<file path="src/cmf_pkg.sv">
// Constants, offsets and enumerations for the CAN message filter/formatter
package cmf_pkg;
  // APB register byte addresses
  localparam int ADDR_W = 8;
  localparam logic [7:0] OFS_CTRL = 8'h00;
  localparam logic [7:0] OFS_FILT_L = 8'h04;
  localparam logic [7:0] OFS_FILT_S = 8'h08;
  localparam logic [7:0] OFS_MASK_L = 8'h0C;
  localparam logic [7:0] OFS_MASK_S = 8'h10;
  localparam logic [7:0] OFS_PRIO = 8'h14;
  localparam logic [7:0] OFS_HDR = 8'h18;
  localparam logic [7:0] OFS_TXD_HI = 8'h1C;
  localparam logic [7:0] OFS_TXD_LO = 8'h20;
  localparam logic [7:0] OFS_TX_CMD = 8'h24;
  localparam logic [7:0] OFS_COUNT = 8'h28;
  // Control and count register field positions
  localparam int CTRL_FMT = 0;
  localparam int CTRL_FLOW = 1;
  localparam int CTRL_HDR = 2;
  localparam int CTRL_EXT = 3;
  localparam int CTRL_MON = 4;
  localparam int CNT_DROP = 16;
  // Widths
  localparam int ID_W = 29;
  localparam int SHORT_W = 11;
  localparam int PRIO_W = 5;
  localparam int HDR_W = 24;
  localparam int CNT_W = 16;
  localparam int BYTES = 8;
  // Reset values
  localparam logic [4:0] RST_PRIO = 5'h18;
  localparam logic RST_FMT = 1'b1;
  localparam logic RST_FLOW = 1'b1;
  localparam logic [28:0] RST_FILT = 29'h0000_0000;
  localparam logic [28:0] RST_MASK = 29'h0000_0000;
  // Protocol control byte encodings
  localparam logic [3:0] PCI_SF = 4'h0;
  localparam logic [3:0] PCI_FF = 4'h1;
  localparam logic [3:0] PCI_CF = 4'h2;
  localparam logic [3:0] PCI_FC = 4'h3;
  localparam logic [3:0] SF_MAX = 4'h7;
  localparam logic [3:0] FF_SEG_LEN = 4'h6;
  localparam logic [3:0] DLC_FULL = 4'h8;
  localparam logic [3:0] FC_MIN_DLC = 4'h3;
  localparam logic [11:0] FF_MIN = 12'h008;
  localparam logic [7:0] FILL = 8'h00;
  localparam logic [7:0] FC_BYTE0 = 8'h30;
  localparam logic [28:0] SHORT_FC_OFS = 29'h0000_0008;
  // Monitoring modes
  typedef enum logic [1:0] {
    MON_NONE = 2'b00,
    MON_ALL = 2'b01,
    MON_RX = 2'b10,
    MON_TX = 2'b11
  } cmf_mon_t;
  // Kinds of output line
  typedef enum logic [2:0] {
    K_DATA = 3'b000,
    K_DATA_ERR = 3'b001,
    K_RTR = 3'b010,
    K_TOTAL = 3'b011,
    K_SEG = 3'b100
  } cmf_kind_t;
  // Output sequencer states
  typedef enum logic [0:0] {
    ST_IDLE = 1'b0,
    ST_SEG = 1'b1
  } cmf_state_t;
endpackage

</file>
<file path="src/cmf_top.sv">
// CAN receive filter, auto formatting and flow control reply engine
//
// Behaviour
// - Accept frame only where masked bits match filter
// - Short filter keeps 11 bits, upper zeroed
// - Long filter keeps 29 bits, top three ignored
// - Short and long filter share one storage
// - Short mask keeps low 11 bits only
// - Masks share one right-justified storage
// - Long mask keeps 29 bits
// - Priority gives top five bits of 29-bit host transmit ids
// - Priority resets to hex 18
// - Formatting adds/strips control bytes, drops bad
// - Monitoring shows bad frames with error marker
// - Multi-frame: total line, then numbered segments
// - First Frame triggers Flow Control reply
// - Flow control replies switchable, default on
// - No Flow Control while monitoring
// - Remote frames hidden when formatting, else shown
// - Raw mode: bytes unaltered, pad to eight
// - Header display shows raw, transmit still formatted
// - Formatting enabled after reset
//
// Added by the designer: the register addresses and the APB interface to the registers.
`timescale 1ns/10ps
module cmf_top (
  input wire logic pclk,
  input wire logic presetn,
  input wire logic psel,
  input wire logic penable,
  input wire logic pwrite,
  input wire logic [7:0] paddr,
  input wire logic [31:0] pwdata,
  output logic [31:0] prdata,
  output logic pready,
  output logic pslverr,
  input wire logic rx_valid,
  output logic rx_ready,
  input wire logic [28:0] rx_id,
  input wire logic rx_ext,
  input wire logic rx_rtr,
  input wire logic [3:0] rx_dlc,
  input wire logic [63:0] rx_data,
  output logic tx_valid,
  input wire logic tx_ready,
  output logic [28:0] tx_id,
  output logic tx_ext,
  output logic [63:0] tx_data,
  output logic out_valid,
  output logic [2:0] out_kind,
  output logic [28:0] out_id,
  output logic [3:0] out_len,
  output logic [3:0] out_seg,
  output logic [11:0] out_total,
  output logic [63:0] out_data,
  output logic fc_sent
);

  // Whole module state
  typedef struct packed {
    logic fmt;                  // Automatic formatting
    logic flow;                 // Automatic flow control replies
    logic hdr_disp;             // Header display
    logic tx_ext;               // Host frames use 29-bit ids
    cmf_pkg::cmf_mon_t mon;     // Monitoring mode
    logic [28:0] filt;          // Shared filter storage
    logic [28:0] mask;          // Shared mask storage
    logic [4:0] prio;           // Priority bits
    logic [23:0] hdr;           // Transmit header
    logic [63:0] txd;           // Host transmit bytes, byte 0 on top
    logic [3:0] tx_len;         // Host byte count
    logic tx_pend;              // Host frame waiting
    logic fc_pend;              // Flow control reply waiting
    logic [28:0] fc_id;         // Id for the reply
    logic fc_ext;
    logic tx_valid;
    logic [28:0] tx_id;
    logic txo_ext;
    logic [63:0] tx_data;
    logic fc_sent;
    cmf_pkg::cmf_state_t st;
    logic [63:0] seg_data;      // First Frame segment held back
    logic out_valid;
    cmf_pkg::cmf_kind_t out_kind;
    logic [28:0] out_id;
    logic [3:0] out_len;
    logic [3:0] out_seg;
    logic [11:0] out_total;
    logic [63:0] out_data;
    logic [15:0] acc_cnt;       // Frames accepted
    logic [15:0] drop_cnt;      // Frames discarded by filter
    logic [31:0] prdata;
    logic first;                // High for the cycle after reset
  } cmf_state_all_t;

  cmf_state_all_t st_r;
  cmf_state_all_t st_nxt;

  // Bus decode and receive helpers, visible to the checks
  logic acc_ph;
  logic wr_en;
  logic rx_take;
  logic id_match;
  logic pci_ok;
  logic [3:0] pci_t;
  logic [28:0] fc_id_calc;
  logic raw_rx;
  logic map_hit;
  logic fc_req;

  // Checks a received control byte against the frame length
  function automatic logic pci_valid(input logic [63:0] d,
                                     input logic [3:0] dlc);
    logic [3:0] l;
    logic [11:0] tot;
    l = d[59:56];
    tot = d[59:48];
    case (d[63:60])
      cmf_pkg::PCI_SF: pci_valid = (l != 4'h0) && (l <= cmf_pkg::SF_MAX)
                                   && (l < dlc);
      cmf_pkg::PCI_FF: pci_valid = (dlc == cmf_pkg::DLC_FULL)
                                   && (tot >= cmf_pkg::FF_MIN);
      cmf_pkg::PCI_CF: pci_valid = (dlc != 4'h0);
      cmf_pkg::PCI_FC: pci_valid = (dlc >= cmf_pkg::FC_MIN_DLC);
      default: pci_valid = 1'b0;
    endcase
  endfunction

  // Replaces every byte from position n onward with the filler
  function automatic logic [63:0] pad(input logic [63:0] d,
                                      input logic [3:0] n);
    logic [63:0] r;
    r = d;
    for (int i = 0; i < cmf_pkg::BYTES; i++) begin
      if (4'(i) >= n) begin
        r[63 - 8 * i -: 8] = cmf_pkg::FILL;
      end
    end
    return r;
  endfunction

  // APB decode; the slave never waits, so access and answer coincide
  assign acc_ph = psel && penable;
  assign wr_en = acc_ph && pwrite;
  always_comb begin
    case (paddr)
      cmf_pkg::OFS_CTRL, cmf_pkg::OFS_FILT_L, cmf_pkg::OFS_FILT_S,
      cmf_pkg::OFS_MASK_L, cmf_pkg::OFS_MASK_S, cmf_pkg::OFS_PRIO,
      cmf_pkg::OFS_HDR, cmf_pkg::OFS_TXD_HI, cmf_pkg::OFS_TXD_LO,
      cmf_pkg::OFS_TX_CMD, cmf_pkg::OFS_COUNT: map_hit = 1'b1;
      default: map_hit = 1'b0;
    endcase
  end

  // Receive side helpers
  assign rx_take = rx_valid && rx_ready;
  // Short ids arrive right-justified, so one comparator serves both
  assign id_match = ((rx_id ^ st_r.filt) & st_r.mask) == 29'h0000_0000;
  assign pci_ok = pci_valid(rx_data, rx_dlc);
  assign pci_t = rx_data[63:60];
  // Header display overrides receive formatting only
  assign raw_rx = !st_r.fmt || st_r.hdr_disp;
  // Reply id: 11-bit answers 8 below, 29-bit swaps the address bytes
  assign fc_id_calc = rx_ext ? {rx_id[28:16], rx_id[7:0], rx_id[15:8]}
                             : (rx_id - cmf_pkg::SHORT_FC_OFS);
  // Valid First Frame wants a reply, never while monitoring
  assign fc_req = rx_take && id_match && !rx_rtr && pci_ok
                  && pci_t == cmf_pkg::PCI_FF && st_r.flow
                  && st_r.mon == cmf_pkg::MON_NONE;

  // Next state
  always_comb begin
    st_nxt = st_r;
    st_nxt.out_valid = 1'b0;
    st_nxt.fc_sent = 1'b0;
    st_nxt.first = 1'b0;

    // Register writes take effect in the access phase
    if (wr_en) begin
      case (paddr)
        cmf_pkg::OFS_CTRL: begin
          st_nxt.fmt = pwdata[cmf_pkg::CTRL_FMT];
          st_nxt.flow = pwdata[cmf_pkg::CTRL_FLOW];
          st_nxt.hdr_disp = pwdata[cmf_pkg::CTRL_HDR];
          st_nxt.tx_ext = pwdata[cmf_pkg::CTRL_EXT];
          st_nxt.mon = cmf_pkg::cmf_mon_t'(pwdata[cmf_pkg::CTRL_MON +: 2]);
        end
        // Long form drops the three top bits
        cmf_pkg::OFS_FILT_L: st_nxt.filt = pwdata[28:0];
        // Short form keeps 11 bits and clears the rest
        cmf_pkg::OFS_FILT_S: st_nxt.filt = {18'h0_0000,
                                            pwdata[10:0]};
        cmf_pkg::OFS_MASK_L: st_nxt.mask = pwdata[28:0];
        cmf_pkg::OFS_MASK_S: st_nxt.mask = {18'h0_0000,
                                            pwdata[10:0]};
        cmf_pkg::OFS_PRIO: st_nxt.prio = pwdata[4:0];
        cmf_pkg::OFS_HDR: st_nxt.hdr = pwdata[23:0];
        cmf_pkg::OFS_TXD_HI: st_nxt.txd[63:32] = pwdata;
        cmf_pkg::OFS_TXD_LO: st_nxt.txd[31:0] = pwdata;
        cmf_pkg::OFS_TX_CMD: begin
          // A send request while one waits is ignored
          if (!st_r.tx_pend) begin
            st_nxt.tx_pend = 1'b1;
            st_nxt.tx_len = pwdata[3:0];
          end
        end
        default: ;
      endcase
    end

    // Read data is latched in the setup phase so it comes from a flop
    if (psel && !penable && !pwrite) begin
      case (paddr)
        cmf_pkg::OFS_CTRL: st_nxt.prdata = {26'h000_0000, st_r.mon,
                                            st_r.tx_ext, st_r.hdr_disp,
                                            st_r.flow, st_r.fmt};
        cmf_pkg::OFS_FILT_L, cmf_pkg::OFS_FILT_S:
          st_nxt.prdata = {3'h0, st_r.filt};
        cmf_pkg::OFS_MASK_L, cmf_pkg::OFS_MASK_S:
          st_nxt.prdata = {3'h0, st_r.mask};
        cmf_pkg::OFS_PRIO: st_nxt.prdata = {27'h000_0000, st_r.prio};
        cmf_pkg::OFS_HDR: st_nxt.prdata = {8'h00, st_r.hdr};
        cmf_pkg::OFS_TXD_HI: st_nxt.prdata = st_r.txd[63:32];
        cmf_pkg::OFS_TXD_LO: st_nxt.prdata = st_r.txd[31:0];
        cmf_pkg::OFS_TX_CMD: st_nxt.prdata = {26'h000_0000, st_r.fc_pend,
                                              st_r.tx_pend, st_r.tx_len};
        cmf_pkg::OFS_COUNT: st_nxt.prdata = {st_r.drop_cnt, st_r.acc_cnt};
        default: st_nxt.prdata = 32'h0000_0000;
      endcase
    end

    // Output sequencer: second line of a First Frame
    case (st_r.st)
      cmf_pkg::ST_SEG: begin
        st_nxt.out_valid = 1'b1;
        st_nxt.out_kind = cmf_pkg::K_SEG;
        st_nxt.out_seg = 4'h0;
        st_nxt.out_len = cmf_pkg::FF_SEG_LEN;
        st_nxt.out_data = st_r.seg_data;
        st_nxt.st = cmf_pkg::ST_IDLE;
      end
      default: begin
        if (rx_take) begin
          if (!id_match) begin
            // Discarded by the filter
            st_nxt.drop_cnt = st_r.drop_cnt + 16'h0001;
          end else begin
            st_nxt.acc_cnt = st_r.acc_cnt + 16'h0001;
            st_nxt.out_id = rx_id;
            st_nxt.out_data = rx_data;
            st_nxt.out_len = rx_dlc;
            st_nxt.out_seg = 4'h0;
            st_nxt.out_total = 12'h000;
            // Flow control reply, whatever the formatting mode
            if (fc_req) begin
              st_nxt.fc_pend = 1'b1;
              st_nxt.fc_id = fc_id_calc;
              st_nxt.fc_ext = rx_ext;
            end
            if (rx_rtr) begin
              // Remote frames carry no data: hidden when formatting
              if (!st_r.fmt) begin
                st_nxt.out_valid = 1'b1;
                st_nxt.out_kind = cmf_pkg::K_RTR;
                st_nxt.out_len = 4'h0;
              end
            end else if (st_r.fmt && !pci_ok) begin
              // Bad control byte: shown only while monitoring
              if (st_r.mon != cmf_pkg::MON_NONE) begin
                st_nxt.out_valid = 1'b1;
                st_nxt.out_kind = cmf_pkg::K_DATA_ERR;
              end
            end else if (raw_rx) begin
              // Every byte as received
              st_nxt.out_valid = 1'b1;
              st_nxt.out_kind = cmf_pkg::K_DATA;
            end else begin
              st_nxt.out_valid = 1'b1;
              case (pci_t)
                cmf_pkg::PCI_SF: begin
                  // Strip the control byte and trailing unused bytes
                  st_nxt.out_kind = cmf_pkg::K_DATA;
                  st_nxt.out_len = rx_data[59:56];
                  st_nxt.out_data = pad({rx_data[55:0], cmf_pkg::FILL},
                                        rx_data[59:56]);
                end
                cmf_pkg::PCI_FF: begin
                  // Total length first, segment 0 next cycle
                  st_nxt.out_kind = cmf_pkg::K_TOTAL;
                  st_nxt.out_total = rx_data[59:48];
                  st_nxt.out_len = 4'h0;
                  st_nxt.seg_data = {rx_data[47:0], 16'h0000};
                  st_nxt.st = cmf_pkg::ST_SEG;
                end
                cmf_pkg::PCI_CF: begin
                  st_nxt.out_kind = cmf_pkg::K_SEG;
                  st_nxt.out_seg = rx_data[59:56];
                  st_nxt.out_len = rx_dlc - 4'h1;
                  st_nxt.out_data = {rx_data[55:0], cmf_pkg::FILL};
                end
                default: begin
                  // Flow control seen from the far end: shown as is
                  st_nxt.out_kind = cmf_pkg::K_DATA;
                end
              endcase
            end
          end
        end
      end
    endcase

    // Transmit engine: a waiting reply goes before host frames
    if (st_r.tx_valid && tx_ready) begin
      st_nxt.tx_valid = 1'b0;
    end else if (!st_r.tx_valid) begin
      if (st_r.fc_pend) begin
        st_nxt.fc_pend = fc_req; // A reply due now stays queued
        st_nxt.fc_sent = 1'b1;
        st_nxt.tx_valid = 1'b1;
        st_nxt.tx_id = st_r.fc_id;
        st_nxt.txo_ext = st_r.fc_ext;
        st_nxt.tx_data = pad({cmf_pkg::FC_BYTE0, 56'h0}, 4'h3);
      end else if (st_r.tx_pend) begin
        st_nxt.tx_pend = 1'b0;
        st_nxt.tx_valid = 1'b1;
        st_nxt.txo_ext = st_r.tx_ext;
        // Priority on top of the 24 header bits
        st_nxt.tx_id = st_r.tx_ext ? {st_r.prio, st_r.hdr}
                                   : {18'h0_0000, st_r.hdr[10:0]};
        if (st_r.fmt) begin
          // Single-frame control byte, then padding to eight
          st_nxt.tx_data = pad({4'h0, (st_r.tx_len > cmf_pkg::SF_MAX)
                                ? cmf_pkg::SF_MAX : st_r.tx_len,
                                st_r.txd[63:8]},
                               ((st_r.tx_len > cmf_pkg::SF_MAX)
                                ? cmf_pkg::SF_MAX : st_r.tx_len)
                               + 4'h1);
        end else begin
          st_nxt.tx_data = pad(st_r.txd, st_r.tx_len);
        end
      end
    end
  end

  // State register
  always_ff @(posedge pclk or negedge presetn) begin
    if (!presetn) begin
      st_r <= '0;
      st_r.fmt <= cmf_pkg::RST_FMT;
      st_r.flow <= cmf_pkg::RST_FLOW;
      st_r.prio <= cmf_pkg::RST_PRIO;
      st_r.filt <= cmf_pkg::RST_FILT;
      st_r.mask <= cmf_pkg::RST_MASK;
      st_r.first <= 1'b1;
    end else begin
      st_r <= st_nxt;
    end
  end

  // Outputs
  assign prdata = st_r.prdata;
  assign pready = 1'b1;
  assign pslverr = acc_ph && !map_hit;
  assign rx_ready = (st_r.st == cmf_pkg::ST_IDLE);
  assign tx_valid = st_r.tx_valid;
  assign tx_id = st_r.tx_id;
  assign tx_ext = st_r.txo_ext;
  assign tx_data = st_r.tx_data;
  assign out_valid = st_r.out_valid;
  assign out_kind = st_r.out_kind;
  assign out_id = st_r.out_id;
  assign out_len = st_r.out_len;
  assign out_seg = st_r.out_seg;
  assign out_total = st_r.out_total;
  assign out_data = st_r.out_data;
  assign fc_sent = st_r.fc_sent;
endmodule // cmf_top

</file>
<file path="config.mk">
export PLATFORM = sky130hd
export DESIGN_NAME = cmf_top
export DESIGN_NICKNAME = d
export VERILOG_FILES = /design/src/cmf_pkg.sv /design/src/cmf_top.sv
export SDC_FILE = /design/constraint.sdc
export NUM_CORES = 1
export LEC_CHECK = 0
export BUFFER_PORTS_ARGS = -buffer_cell sky130_fd_sc_hd__clkbuf_2
export CAP_MARGIN = 20
export CORE_AREA = 2 2 219 221
export DETAILED_ROUTE_END_ITERATION = 10
export DIE_AREA = 0 0 221 223
export MAX_ROUTING_LAYER = met4
export PLACE_DENSITY = 0.77
export SLEW_MARGIN = 20
export SYNTH_ARGS = -nofsm -noshare
export SYNTH_HDL_FRONTEND = slang
export SYNTH_SLANG_ARGS = --single-unit
</file>
<file path="constraint.sdc">
create_clock -name pclk -period 4.5 [get_ports pclk]
set_clock_uncertainty 0.2 [all_clocks]
set_input_delay 0 -clock pclk [delete_from_list [all_inputs] [get_ports pclk]]
set_output_delay 0 -clock pclk [all_outputs]
set_load 0.02 [all_outputs]
</file>
==> results.py, run 1 <==
metrics = {
    "run_status": {
        "status": "complete, no violations",
    },
    "yosys": {
        "synth_area_leaders": "dfrtp_1 50%, mux2_2 8.9%, buf_4 7.1%",
        "synth_edf_count": 0,
        "syn_nets": 2603,
        "ys_ff_latch": 519,
        "netlist_area_sq_um": 25600,
        "synth_top_area_cell": "dfrtp_1",
        "synth_ff_type": "dfrtp_1",
        "synth_common_cells": "515 x dfrtp_1, 334 x nand2_1, 242 x buf_4",
        "synthArstFlopShare": 1.00,
        "avgSynthCellArea_sq_um": 10.4,
        "syn_inst": 2448,
        "yosysUniqueCellTypes": 66,
        "ys_warn_count": 0,
        "synth_top_cell_area_share": 0.504,
        "synth_seq_area_share": 0.508,
        "synth.most_common_cell": "dfrtp_1",
    },
    "route": {
        "post_drt_wl_per_cell_microns": 26.0,
        "routed_wl_microns": 87300,
        "detail-route-antenna-nets": 0,
        "vias_per_cell": 6.39,
        "drt-initial-drc-count": 2757,
        "num_vias": 21400,
        "drc_errors": 0,
        "first_pass_iters": 6,
    },
    "power": {
        "seqPwrFrac": 0.458,
        "p_clk_frac": 0.373,
        "internal-power_uw": 8240,
        "p_leak_uw": 0.0143,
        "switching_share": 0.304,
        "combinationalPowerShare": 0.169,
        "ir_worst_vdd_mv": 0.360,
        "power_density_nw_per_um2": 400,
        "p_switching_uw": 3590,
    },
    "worst_setup_path": {
        "cpPeakStageDelay_ns": 0.62,
        "crit_buf_inv": 2,
        "crit_path_end": "out_len[1]",
        "arrival_ns": 4.05,
        "critPathKind": "reg2reg",
        "cp_cell_sequence": "xor2_1, a22oi_1, nand4_1, nor4_2, buf_4, and2_1, a32oi_1, dlygate4sd3_1",
        "crit_start": "st_r[518]",
        "critPathRequiredTime_ns": 4.79,
        "cp_max_fo": 17,
        "timing.critical_path.max_delay_family": "simple AND/OR/NAND/NOR gates",
        "startpoint_type": "flop",
        "r2r-end": "out_len[1]",
        "rr_worst_depth": 8,
        "end_kind": "flop",
        "crit_slowest_cell": "dlygate4sd3_1",
        "ff2ff_setup_slack_ns": 0.74,
        "path_depth": 8,
        "reg2reg_from": "st_r[518]",
    },
    "grt": {
        "grt_usage": 0.356,
        "grt_max_degree": 143,
        "overflow": 0,
        "grt_pass1_wl_microns": 130000,
        "grt_pass1_vias": 20800,
        "antenna_found_initial": 6,
    },
    "final_layout": {
        "drive_gt1_frac": 0.270,
        "syn2layout_area_growth_pct": 15.7,
        "fillers": 3671,
        "final_nets": 2843,
    },
    "placement": {
        "port-buffer-count": 392,
        "hpwlAfterDp_microns": 60200,
        "place_ws_ns": 1.02,
        "place_congestion": 0.950,
    },
    "sta": {
        "worst_pin_slew_ns": 1.22,
        "finalMaxSlewViolations": 0,
        "setup_slack_ns": 0.739,
        "hold_violations": 0,
        "finalCritPeriodShare": 0.836,
        "fin_crit_ns": 3.76,
        "slew_headroom": 0.182,
        "rsz0062_at_grt": "no",
        "setup_viol_count_final": 0,
        "tns_ns": 0,
        "clock.fmax_mhz": 266,
    },
    "clocking": {
        "cts_made_buffers": 53,
        "clock_sinks": 519,
        "cts_hold_buf": 160,
        "postCtsSetupBuffers": 0,
        "cts.path.max_buffers": 3,
        "htree_levels": 2,
        "cts-resized-gates": 0,
        "cts_tree": "built",
        "clockRootBuffer": "clkbuf_16",
        "clkTransAtPathRegs_ns": 0.06,
        "insertion_delay_ns": 0.62,
    },
    "floorplan": {
        "dieArea_sq_um": 49300,
        "chipWidth_microns": 221,
        "rows": 80,
        "die_y_microns": 223,
        "pin_count": 394,
        "initial_core_util": 0.543,
        "core_area_sq_um": 47100,
    },
    "run": {
        "cap_viol_max_count": 0,
    },
    "min_path": {
        "hold_class": "in2reg",
    },
}
## registers in the layout, indices dropped and copies added (netlist names), 3 cells and up
signal / flops
st_r: 274
tx_id: 29
out_total: 12
out_id: 29
out_seg: 4
prdata: 32
tx_data: 64
out_kind: 3
out_len: 4
out_data: 64
## cell usage in the layout (no fill, tap or decap), types with 14 or more instances in the layout
cell type / count
dfrtp_1: 515
nand3_1: 32
nor3_1: 23
clkbuf_2: 391
a222oi_1: 23
clkbuf_1: 14
clkbuf_16: 54
mux2_2: 202
xor2_1: 70
a21oi_1: 71
a22o_1: 34
o211ai_1: 17
dlygate4sd3_1: 159
a31oi_1: 39
inv_1: 14
nand2_1: 333
xnor2_1: 14
a22oi_1: 175
nor2_1: 65
nand4_1: 24
o21ai_0: 178
a221oi_1: 16
buf_4: 31
and2_1: 36
## cell type report
| cell class | instances | area [sq um] | area share |
|---|---|---|---|
| inverter | 15 | 56.3 | 0.00190 |
| tap | 615 | 769 | 0.0260 |
| multi-input combinational | 1512 | 10100 | 0.343 |
| antenna | 6 | 15.0 | 0.000507 |
| clock buffer | 78 | 1540 | 0.0521 |
| clock inverter | 19 | 176 | 0.00596 |
| timing repair buffer | 587 | 3890 | 0.132 |
| sequential | 519 | 13000 | 0.439 |
## worst min-delay path by stage
stage                           start    endpoint  slack (ns)  cells past startpoint
after floorplan               presetn     fc_sent       -0.50                      0
after global placement        presetn   out_id[0]       -0.12                      1
after detailed placement      presetn  out_id[16]       -0.11                      1
after CTS                 rx_data[28]   st_r[226]       0.003                      3
after global routing       rx_data[2]   st_r[200]        0.03                      3
final                     rx_data[28]   st_r[226]        0.03                      3
## per-stage QoR
stage / area [sq um] / power (uW) / hold WS [ns] / utilization / instances
after floorplan: 25600 / 6850 / -0.496 / - / 2448
after global placement: 26200 / 7270 / -0.119 / 0.556 / 3087
after detailed placement: 26200 / 7330 / -0.109 / 0.556 / 3088
after CTS: 29600 / 11800 / 0.00307 / 0.627 / 3345
after global routing: 29600 / 12200 / 0.0305 / 0.628 / 3351
final: 29600 / 11800 / 0.0328 / 0.628 / 3351
## layer usage
metal	global-route usage	share of wire	wire, microns
met3	0.0919	0.10	9100
met4	0.160	0.051	4430
met1	0.460	0.39	34100
met2	0.531	0.45	39700
met5	-	0	0
## tightest hold or removal path, stage by stage
cell           delay [ns]
dlygate4sd3_1        0.52
clkbuf_2             0.14
mux2_2               0.15
## power groups by stage
stage          Clock [uW]  Combinational (uW)  Sequential (uW)
6_report             4410                2000             5420
3_3_place_gp            0                1800             5470
4_1_cts              4430                1980             5400
2_1_floorplan           0                1530             5330
3_5_place_dp            0                1850             5490
5_1_grt              4640                2130             5450
## cells by family after synthesis
kind of cell | synth area share
compound gates | 0.158
simple gates | 0.109
flops | 0.508
buf+inv | 0.0976
mux | 0.0938
xor+xnor | 0.0288
fa+ha+maj | 0.00440
other cells | 0.000147
Note: power is estimated with default switching activity, not from simulation.
==> run 2: changes to the inputs <==
Clock period 4.5 ns to 3.85 ns, I/O delays scaled along.
==> run 2 against run 1 <==
Compared with the run above:
- fmax grew 2.1%
- sequential power grew 17%
- first-iteration DRC count shrank 4.7%
- sequential share of layout area shrank 0.16 points
- cell count grew 0.24%
- utilization grew 0.23 points
- global-route usage grew 0.29 points
==> results.py, run 2 (synthesis gave the netlist of run 1 again) <==
metrics = {
    "sta": {
        "fin_crit_ns": 3.68,
        "setup_viol_count_final": 0,
        "rsz0062_at_grt": "no",
        "hold_violations": 0,
        "finalCritPeriodShare": 0.957,
        "clock.fmax_mhz": 271,
        "tns_ns": 0,
        "slew_headroom": 0.217,
        "worst_pin_slew_ns": 1.17,
        "finalMaxSlewViolations": 0,
    },
    "placement": {
        "place_inst": 3096,
        "port-buffer-count": 392,
        "place_congestion": 0.962,
        "hpwlAfterDp_microns": 61100,
    },
    "grt": {
        "antenna_found_initial": 4,
        "grt_max_degree": 96,
        "overflow": 0,
        "grt_pass1_vias": 21100,
        "grt_pass1_wl_microns": 131000,
        "grt_usage": 0.359,
    },
    "power": {
        "ir_worst_vdd_mv": 0.439,
        "p_leak_uw": 0.0144,
        "power_density_nw_per_um2": 460,
        "p_total_uw": 13700,
    },
    "floorplan": {
        "die_y_microns": 223,
        "dieArea_sq_um": 49300,
        "initial_core_util": 0.543,
        "pin_count": 394,
        "rows": 80,
        "core_area_sq_um": 47100,
        "chipWidth_microns": 221,
    },
    "final_layout": {
        "finalNonFillerCells": 3359,
        "syn2layout_area_growth_pct": 16.1,
        "largest-register": "st_r",
        "final_common_cell": "dfrtp_1",
        "largest_reg_flops": 274,
        "mostFrequentLayoutCells": "515 x dfrtp_1, 391 x clkbuf_2, 333 x nand2_1, 202 x mux2_2, 178 x o21ai_0",
        "final_nets": 2856,
        "drive_gt1_frac": 0.271,
    },
    "clocking": {
        "cts_made_buffers": 52,
        "htree_levels": 2,
        "insertion_delay_ns": 0.62,
        "clock_sinks": 519,
        "cts.path.max_buffers": 3,
        "clockRootBuffer": "clkbuf_16",
        "clkTransAtPathRegs_ns": 0.06,
        "cts_tree": "built",
        "postCtsSetupBuffers": 0,
    },
    "worst_setup_path": {
        "end_kind": "flop",
        "startpoint_type": "flop",
        "critPathRequiredTime_ns": 4.14,
        "reg2reg_from": "st_r[518]",
        "critPathKind": "reg2reg",
        "cp_max_fo": 68,
        "arrival_ns": 3.98,
        "crit_start": "st_r[518]",
    },
    "run": {
        "cap_viol_max_count": 0,
    },
    "route": {
        "vias_per_cell": 6.37,
        "num_vias": 21400,
        "post_drt_wl_per_cell_microns": 26.1,
        "routed_wl_microns": 87800,
        "drc_errors": 0,
        "first_pass_iters": 9,
        "detail-route-antenna-nets": 0,
        "drt-initial-drc-count": 2627,
    },
    "run_status": {
        "status": "complete, no violations",
    },
    "min_path": {
        "hp-start": "pwdata[30]",
        "hold_class": "in2reg",
    },
}
-- run 2: final timing paths --
path,slack [ns],depth (start not counted),end
max,0.17,8,out_total[5]
max reg2reg,0.17,8,out_total[5]
max in group asynchronous,2.52,4,tx_data[61]
min reg2reg,0.27,2,out_id[18]
min in group asynchronous,0.46,4,out_total[7]
min,0.02,3,st_r[441]
-- run 2: critical path, stage by stage (launching register included) --
cell and delay, ns:
dfrtp_1 0.41, xor2_1 0.18, a22oi_1 0.34, nand4_1 0.39, nor4_4 0.65, nand2_2 0.08, buf_4 0.34, a22o_1 0.35
dlygate4sd3_1 0.57
-- run 2: routing by layer --
metal  track usage  up-vias  wire length [microns]
li1              -     9040                      -
met1         0.462    10600                  33800
met2         0.543     1437                  40100
met3        0.0848      272                   9630
met4         0.161        0                   4250
met5             -        -                      0
-- run 2: final cells by class --
type                       instances  area (sq um)
inverter                          15          56.3
multi-input combinational       1512         10200
clock buffer                      77          1520
antenna                            3          7.51
clock inverter                    17           125
tap                              615           769
fill                            3683         17400
sequential                       519         13000
timing repair buffer             601          4070
-- run 2: stage by stage --
step	util	instance area [sq um]	setup slack, ns	hold WS (ns)
after global placement	0.559	26300	0.574	-0.0658
after CTS	0.629	29700	0.164	0.000343
after detailed placement	0.559	26300	0.471	-0.0557
after floorplan	-	25600	1.03	-0.496
final	0.630	29700	0.166	0.0232
after global routing	0.630	29700	0.0682	0.0135
-- run 2: report_power, final --
group / switching, uW / internal (uW) / leakage (uW) / total, uW
combinational: 1540 / 806 / 0.00663 / 2350
clock: 2230 / 2740 / 0.000815 / 4960
sequential: 427 / 5910 / 0.00695 / 6340
-- run 2: timing repair --
item / 4_1_cts / 5_1_grt
hold buffers: 166 / 0
gates resized for setup: 0 / 1
endpoints found under the hold margin: 882 / 0
endpoints found under the setup margin: 0 / 9
